## src/verilog/fsd_pkg.sv

```systemverilog
// Purpose: shared constants for the boot-sector flash host controller
// Assumes: flash bus driven from a 25 MHz clock, up to four bus cycles per request
// Notes:   sector map is the bottom boot arrangement
package fsd_pkg;
    // bus timing, ns and derived cycles at 40 ns
    localparam int CLK_NS        = 40;
    localparam int ACCESS_NS     = 120;
    localparam int WE_PULSE_NS   = 50;
    localparam int ACCESS_CYC    = (ACCESS_NS + CLK_NS - 1) / CLK_NS;
    localparam int WE_PULSE_CYC  = (WE_PULSE_NS + CLK_NS - 1) / CLK_NS;
    // sector map
    localparam int SECT_W        = 6;
    localparam logic [5:0] SECT_BOOT16  = 6'h00;
    localparam logic [5:0] SECT_BOOT8A  = 6'h01;
    localparam logic [5:0] SECT_BOOT8B  = 6'h02;
    localparam logic [5:0] SECT_BOOT32  = 6'h03;
    localparam logic [5:0] SECT_MAIN0   = 6'h03; // main sectors are a15..a19 plus this
    // identification selector (a1,a0)
    localparam logic [1:0] ID_MAKER     = 2'h0;
    localparam logic [1:0] ID_PART      = 2'h1;
    localparam logic [1:0] ID_PROT      = 2'h2;
    localparam logic [1:0] ID_CONT      = 2'h3;
    localparam logic [7:0] PROT_YES     = 8'h01;
    localparam logic [7:0] PROT_NO      = 8'h00;
    // unlock sequence and commands (word addresses)
    localparam logic [19:0] UNLOCK_ADDR1 = 20'h00555;
    localparam logic [19:0] UNLOCK_ADDR2 = 20'h002aa;
    localparam logic [7:0]  UNLOCK_DATA1 = 8'haa;
    localparam logic [7:0]  UNLOCK_DATA2 = 8'h55;
    localparam logic [7:0]  CMD_AUTOSEL  = 8'h90;
    localparam logic [7:0]  CMD_PROGRAM  = 8'ha0;
    localparam logic [7:0]  CMD_RESET    = 8'hf0;
    // request opcodes
    typedef enum logic [2:0] {
        FSD_OP_READ, FSD_OP_WRITE, FSD_OP_ID_HV, FSD_OP_ID_CMD, FSD_OP_PROGRAM
    } fsd_op_t;
endpackage

```

## src/verilog/fsd_sector_decode.sv

```systemverilog
// Purpose: map an address onto its bottom boot sector number
// Assumes: word address bits 19..12 given, byte mode already shifted
// Notes:   purely combinational
`timescale 1ns/1ps
`default_nettype none
module fsd_sector_decode
(
    input  wire logic [19:12]       addrHi,  // word address bits 19..12
    output logic [fsd_pkg::SECT_W-1:0] sector   // sector number
);
    import fsd_pkg::*;
    // boot sectors sit in the first 64 Kbyte, main sectors after it
    always_comb begin
        if (addrHi[19:15] != 5'h00)
            sector = SECT_MAIN0 + {1'b0, addrHi[19:15]};
        else if (addrHi[14])
            sector = SECT_BOOT32;
        else if (!addrHi[13])
            sector = SECT_BOOT16;
        else if (!addrHi[12])
            sector = SECT_BOOT8A;
        else
            sector = SECT_BOOT8B;
    end
endmodule
`default_nettype wire

```

## src/verilog/fsd_host.sv

```systemverilog
// Purpose: host that drives a boot-sector flash through its strobes
// Assumes: flash pins are plain logic levels, high voltage shown as flags
// Notes:   one request at a time; busy until its last bus cycle finishes
`timescale 1ns/1ps
`default_nettype none
module fsd_host
#(
    parameter int ACC_CYC = fsd_pkg::ACCESS_CYC,   // read access wait
    parameter int WE_CYC  = fsd_pkg::WE_PULSE_CYC  // write strobe width
) (
    input  wire logic                  mclk,        // system clock
    input  wire logic                  reset,       // async reset, high
    input  wire logic                  reqValid,    // request strobe
    input  wire fsd_pkg::fsd_op_t      reqOp,       // request kind
    input  wire logic [19:0]           reqAddr,     // word address
    input  wire logic                  reqByteLow,  // byte-mode bit a-1
    input  wire logic [15:0]           reqData,     // write data
    input  wire logic                  wordMode,    // bus width select
    input  wire logic                  tempUnprot,  // ask for reset-pin high voltage
    output logic                       reqReady,    // idle, may take request
    output logic                       rspValid,    // read data valid pulse
    output logic [15:0]                rspData,     // read data
    output logic [fsd_pkg::SECT_W-1:0] rspSector,   // sector of the request
    output logic                       rspProt,     // protection status seen
    output logic [19:0]                flAddr,      // flash address pins
    output logic                       flByteLow,   // a-1 in byte mode
    output logic                       flCeN,       // chip select, low
    output logic                       flOeN,       // output enable, low
    output logic                       flWeN,       // write enable, low
    output logic                       flA9Hv,      // elevated voltage on a9
    output logic                       flResetHv,   // elevated voltage on reset pin
    output logic [15:0]                flDqOut,     // data pins out
    output logic                       flDqOe,      // data pins driven
    input  wire logic [15:0]           flDqIn       // data pins in
);
    import fsd_pkg::*;
    typedef enum logic [2:0] {S_IDLE, S_SETUP, S_READ, S_WRITE, S_GAP} fsd_state_t;

    fsd_state_t        state_r;
    fsd_op_t           op_r;
    logic [2:0]        step_r;      // index in a write sequence
    logic [2:0]        nSteps_r;
    logic [7:0]        wait_r;
    logic [15:0]       dat_r;
    logic [19:0]       addr_r;
    logic [15:0]       dqSync1_r, dqSync2_r, dqSync3_r;
    logic [fsd_pkg::SECT_W-1:0] sect;

    // sector of the request, for callers and protection reads
    // address span
    fsd_sector_decode u_dec (
        .addrHi (reqAddr[19:12]),
        .sector (sect)
    );

    assign reqReady = (state_r == S_IDLE);

    // write sequence for command-driven ops: unlock, unlock, command, data
    function automatic logic [35:0] seqWord(input fsd_op_t op, input logic [2:0] idx,
                                            input logic [19:0] a, input logic [15:0] d);
        logic [19:0] sa;
        logic [15:0] sd;
        sa = UNLOCK_ADDR1;
        sd = {8'h00, UNLOCK_DATA1};
        case (idx)
            3'h1: begin
                sa = UNLOCK_ADDR2;
                sd = {8'h00, UNLOCK_DATA2};
            end
            3'h2: sd = {8'h00, (op == FSD_OP_PROGRAM) ? CMD_PROGRAM : CMD_AUTOSEL};
            3'h3: begin
                sa = a;
                sd = d;
            end
            default: ;
        endcase
        if (op == FSD_OP_WRITE) begin
            sa = a;
            sd = d;
        end
        return {sa, sd};
    endfunction

    // data pins pass three flops; value is used once stages 2 and 3 agree
    always_ff @(posedge mclk or posedge reset) begin
        if (reset) begin
            dqSync1_r <= 16'h0000;
            dqSync2_r <= 16'h0000;
            dqSync3_r <= 16'h0000;
        end else begin
            dqSync1_r <= flDqIn;
            dqSync2_r <= dqSync1_r;
            dqSync3_r <= dqSync2_r;
        end
    end

    // bus sequencer
    always_ff @(posedge mclk or posedge reset) begin
        if (reset) begin
            state_r  <= S_IDLE;
            op_r     <= FSD_OP_READ;
            step_r   <= 3'h0;
            nSteps_r <= 3'h0;
            wait_r   <= 8'h00;
            dat_r    <= 16'h0000;
            addr_r   <= 20'h00000;
            flAddr   <= 20'h00000;
            flByteLow <= 1'b0;
            flCeN    <= 1'b1;
            flOeN    <= 1'b1;
            flWeN    <= 1'b1;
            flA9Hv   <= 1'b0;
            flDqOut  <= 16'h0000;
            flDqOe   <= 1'b0;
            rspValid <= 1'b0;
            rspData  <= 16'h0000;
            rspSector <= '0;
            rspProt  <= 1'b0;
        end else begin
            rspValid <= 1'b0;
            case (state_r)
                S_IDLE: begin
                    if (reqValid) begin
                        op_r      <= reqOp;
                        addr_r    <= reqAddr;
                        dat_r     <= reqData;
                        rspSector <= sect;
                        flByteLow <= wordMode ? 1'b0 : reqByteLow;
                        step_r    <= 3'h0;
                        case (reqOp)
                            FSD_OP_WRITE:   nSteps_r <= 3'h1;
                            FSD_OP_PROGRAM: nSteps_r <= 3'h4;
                            FSD_OP_ID_CMD:  nSteps_r <= 3'h3;
                            default:        nSteps_r <= 3'h0;
                        endcase
                        state_r <= S_SETUP;
                    end
                end
                S_SETUP: begin
                    flCeN <= 1'b0;
                    if (step_r < nSteps_r) begin
                        {flAddr, flDqOut} <= seqWord(op_r, step_r, addr_r, dat_r);
                        flDqOe  <= 1'b1;
                        flOeN   <= 1'b1;
                        flWeN   <= 1'b0;
                        wait_r  <= 8'(WE_CYC);
                        state_r <= S_WRITE;
                    end else begin
                        flAddr  <= addr_r;
                        flDqOe  <= 1'b0;
                        flWeN   <= 1'b1;
                        flOeN   <= 1'b0;
                        // a9 raise path
                        // control pins stay at logic level: the alternate
                        // protect method is left to programming equipment
                        flA9Hv  <= (op_r == FSD_OP_ID_HV);
                        wait_r  <= 8'(ACC_CYC + 3);
                        state_r <= (op_r == FSD_OP_WRITE || op_r == FSD_OP_PROGRAM)
                                   ? S_GAP : S_READ;
                    end
                end
                S_WRITE: begin
                    if (wait_r <= 8'h01) begin
                        flWeN   <= 1'b1;
                        step_r  <= step_r + 3'h1;
                        state_r <= S_GAP;
                    end else begin
                        wait_r <= wait_r - 8'h01;
                    end
                end
                S_READ: begin
                    if (wait_r <= 8'h01 && dqSync2_r == dqSync3_r) begin
                        rspValid <= 1'b1;
                        rspData  <= wordMode ? dqSync3_r : {8'h00, dqSync3_r[7:0]};
                        rspProt  <= (dqSync3_r[7:0] == PROT_YES);
                        flOeN    <= 1'b1;
                        flA9Hv   <= 1'b0;
                        // step past the read so the gap ends the request
                        step_r   <= step_r + 3'h1;
                        state_r  <= S_GAP;
                    end else if (wait_r > 8'h01) begin
                        wait_r <= wait_r - 8'h01;
                    end
                end
                S_GAP: begin
                    // release select between cycles
                    flCeN  <= 1'b1;
                    flDqOe <= 1'b0;
                    // command-entry id still owes its read once the unlock writes are out
                    if (step_r < nSteps_r || (op_r == FSD_OP_ID_CMD && step_r == nSteps_r))
                        state_r <= S_SETUP;
                    else
                        state_r <= S_IDLE;
                end
                default: state_r <= S_IDLE;
            endcase
        end
    end

    // caller protects first
    // host only raises the pin; the protect-all-then-unprotect order is software's job
    always_ff @(posedge mclk or posedge reset) begin
        if (reset)
            flResetHv <= 1'b0;
        else
            flResetHv <= tempUnprot;
    end
endmodule
`default_nettype wire

```

## config.mk

```make
export PLATFORM = sky130hd
export DESIGN_NAME = fsd_host
export DESIGN_NICKNAME = d
export VERILOG_FILES = /design/src/verilog/fsd_pkg.sv /design/src/verilog/fsd_sector_decode.sv /design/src/verilog/fsd_host.sv
export SDC_FILE = /design/constraint.sdc
export NUM_CORES = 1
export LEC_CHECK = 0
export ABC_AREA = 0
export CELL_PAD_IN_SITES_DETAIL_PLACEMENT = 1
export CELL_PAD_IN_SITES_GLOBAL_PLACEMENT = 1
export CORE_MARGIN = 1
export CORE_UTILIZATION = 49
export DETAILED_ROUTE_END_ITERATION = 6
export DONT_BUFFER_PORTS = 1
export PLACE_DENSITY_LB_ADDON = 0.05
export SYNTH_ARGS = -nofsm -noshare
export SYNTH_HDL_FRONTEND = slang
export SYNTH_SLANG_ARGS = --single-unit
```

## constraint.sdc

```tcl
create_clock -name mclk -period 6.45 [get_ports mclk]
set_clock_uncertainty 0.05 [all_clocks]
set_input_delay 0.645 -clock mclk [delete_from_list [all_inputs] [get_ports mclk]]
set_output_delay 0.645 -clock mclk [all_outputs]
set_load 0.05 [all_outputs]
```

==> out/results.txt <==
M3 GR Usage: 7.605%
Yosys top cell area share: 61.79%
CTS tree: built
wire per inst: 18.54 µm
Detail Route Antenna Nets: 0
Core Footprint: 13,400 µm²
GR Layer Usage met2: 39.74%
critical path endpoint category: register
Period minus WS final: 3111 ps
# rows: 42
Vias: 4,576
status: finished clean
slew margin rel.: 19.67%
ranking of synthesized cells by area: dfrtp_1 62%, nand2_1 11%, o21ai_1 2.7%, xor2_1 2.3%, ha_1 2.0%
DP Cell Count: 795
FF+latch count, synth: 171
TritonCTS Buffers: 17
Die W: 119.8 µm
most used routing layer in global routing: met2
gr ovfl total: 0
ant diodes: 0
Mapped Nets: 716
post-synthesis cell type count: 56
Worst Tran Pin Value: 1202 ps
CTS Hold Buffers Added: 0
area added between synthesis and finish: 11.29%
pin count of the biggest net entering global routing: 90
fmax: 321.4 MHz
clock tree buffer depth: 2
IR drop worst, VDD: 0.2365 mV
Final Cell Area: 7572 µm²
non-filler cells, final: 827
area leader, netlist: dfrtp_1
setup TNS: 0 ps
first-pass GRT wire length: 25,690 µm
Final GP Congestion: 0.7663
post-CTS resize count: 0
Clock Sinks: 171
Cell Pwr Density: 551.7 nW/µm²
synthesized area: 6804 µm²
die footprint: 14,360 µm²
max-cap violation count: 0
CP max stage delay: 950 ps
Fillers: 1,424
RSZ-0062 raised after global routing: no
DR DRC count: 0
WHS: 192.5 ps
sequential area share after synthesis: 62.95%
Post-synth ARST share: 100.0%
routed wire length: 15,330 µm
number of port buffers: 0
worst-path cell chain: nand3_1, nor3_1, nand2_1, o211ai_1
FF-to-FF path depth: 4
reg2reg setup slack: 3340 ps
Clk Tree Root Cell: clkbuf_16
min-delay worst type: primary input to async pin
Yosys warnings: 0
Initial Util: 50.77%
Layout Nets: 710
layout cells sized above 1: 8.602%
CP Depth: 4
Vias/cell: 5.533
CP max-delay cell: nand3_1
CP startpoint kind: register
Reg area: 4283 µm²
number of H-tree levels: 4
Leak Pwr: 3.563 nW
Primary FF master, synth: dfrtp_1
Final Cycle Share: 48.24%
area occupied by multi-input gates: 2327 µm²
gr usage total: 23.44%
crit path launch: state_r[0]
Setup Fix Bufs, Post-CTS: 0
mean post-synth cell area: 10.57 µm²
Worst Setup EP: flAddr[7]
reg2reg start: state_r[0]
Reg clk slew, reported paths: 60 ps
placed inst area: 6959 µm²
IO Count: 129
met1 Usage GRT: 28.41%
DRT Pass-1 Iters: 4
Critical Path RT: 6730 ps
Gate Count Post-Synth: 644
kind of critical path: register to register
FF-to-FF End: flAddr[7]
initial antenna violation count: 0
Final Max Slew Viols: 0
vias in the first global route: 5,014
number of flops mapped to enable cells by yosys: 0
final setup violation count: 0
fin util: 56.51%
clock latency at the later pin of the worst-skew pair: 420 ps
DPL Wire Length: 10,490 µm
Initial DRC Count: 191
Max FO, Critical Path: 28
Worst path top cell family by delay: simple AND/OR/NAND/NOR gates
Worst Path Buf+Inv: 0
Die Y-Extent: 119.8 µm
Critical Path AT: 3390 ps
Fin. Hold Viols: 0
-- layer usage --
metal	wire length (µm)	part of all wire [%]	up-vias
li1	-	-	2129
met1	6280	41	2323
met2	7907	52	108
met3	972	6.3	16
met4	172	1.1	0
met5	0	0	-
-- flip-flops by register name, summed over array words and instances, names as in the netlist, 3 cells and up --
signal	count
step_r	3
op_r	3
nSteps_r	3
wait_r	8
state_r	3
dat_r	16
dqSync2_r	16
rspSector	6
flAddr	20
addr_r	20
dqSync1_r	16
flDqOut	16
rspData	16
dqSync3_r	16
-- cells by family after synthesis --
group | Yosys count | synth area share (%)
AND/OR/NAND/NOR | 265 | 16.59
flip-flops | 171 | 62.95
AO/OA/AOI/OAI | 104 | 9.710
buffers and inverters | 54 | 3.181
XOR/XNOR | 20 | 2.575
multiplexers | 19 | 2.979
adder cells (fa/ha/maj) | 11 | 2.023
-- stage by stage --
stage / total power [mW] / worst slack [ps]
after floorplan: 2.845 / 1128
after global placement: 3.085 / 3553
after detailed placement: 3.164 / 3315
after CTS: 4.230 / 3313
after global routing: 4.441 / 3063
final: 4.178 / 3339
-- power breakdown --
group	total, mW	leakage (nW)	internal (mW)	switching (mW)
Clock	1.05	0.299	0.620	0.430
Combinational	1.01	1.17	0.338	0.669
Sequential	2.12	2.10	1.38	0.739
Total	4.18	3.56	2.34	1.84
-- cells in the mapped netlist, types with 11 or more instances --
cell	instances
a21oi_1	11
clkbuf_1	21
dfrtp_1	168
ha_1	11
inv_1	22
nand2_1	200
nor2_1	27
o21ai_0	12
o21ai_1	37
o31ai_1	11
xor2_1	18
-- cells in the final DEF, fill, tap and decap left out, types with 11 or more instances in the layout --
cell type,netlist,final
o31ai_1,11,11
xor2_1,18,18
nor2_1,27,27
dfrtp_1,168,168
inv_1,22,21
ha_1,11,11
o21ai_1,37,37
a21oi_1,11,11
o21ai_0,12,12
nand2_1,200,199
clkbuf_16,0,17
-- how the worst min path moves through the flow --
| stage | end | slack [ps] | cells past startpoint | from |
|---|---|---|---|---|
| detailed placement | dqSync2_r[14] | 290 | 0 | dqSync1_r[14] |
| global placement | dqSync2_r[8] | 280 | 0 | dqSync1_r[8] |
| global route | dqSync1_r[8] | 180 | 0 | flDqIn[8] |
| CTS | dqSync1_r[12] | 180 | 0 | flDqIn[12] |
| floorplan | dqSync2_r[0] | 280 | 0 | dqSync1_r[0] |
| finish | dqSync1_r[12] | 190 | 1 | reset |
-- final cells by class --
cell class                 instances  share of cell area (%)
sequential                       171                   56.56
multi-input combinational        419                   30.73
clock buffer                      18                   5.668
tap                              176                   2.908
clock inverter                    14                   2.429
inverter                          25                   1.305
timing repair buffer               4                  0.3966
(Power assumes the default switching activity.)
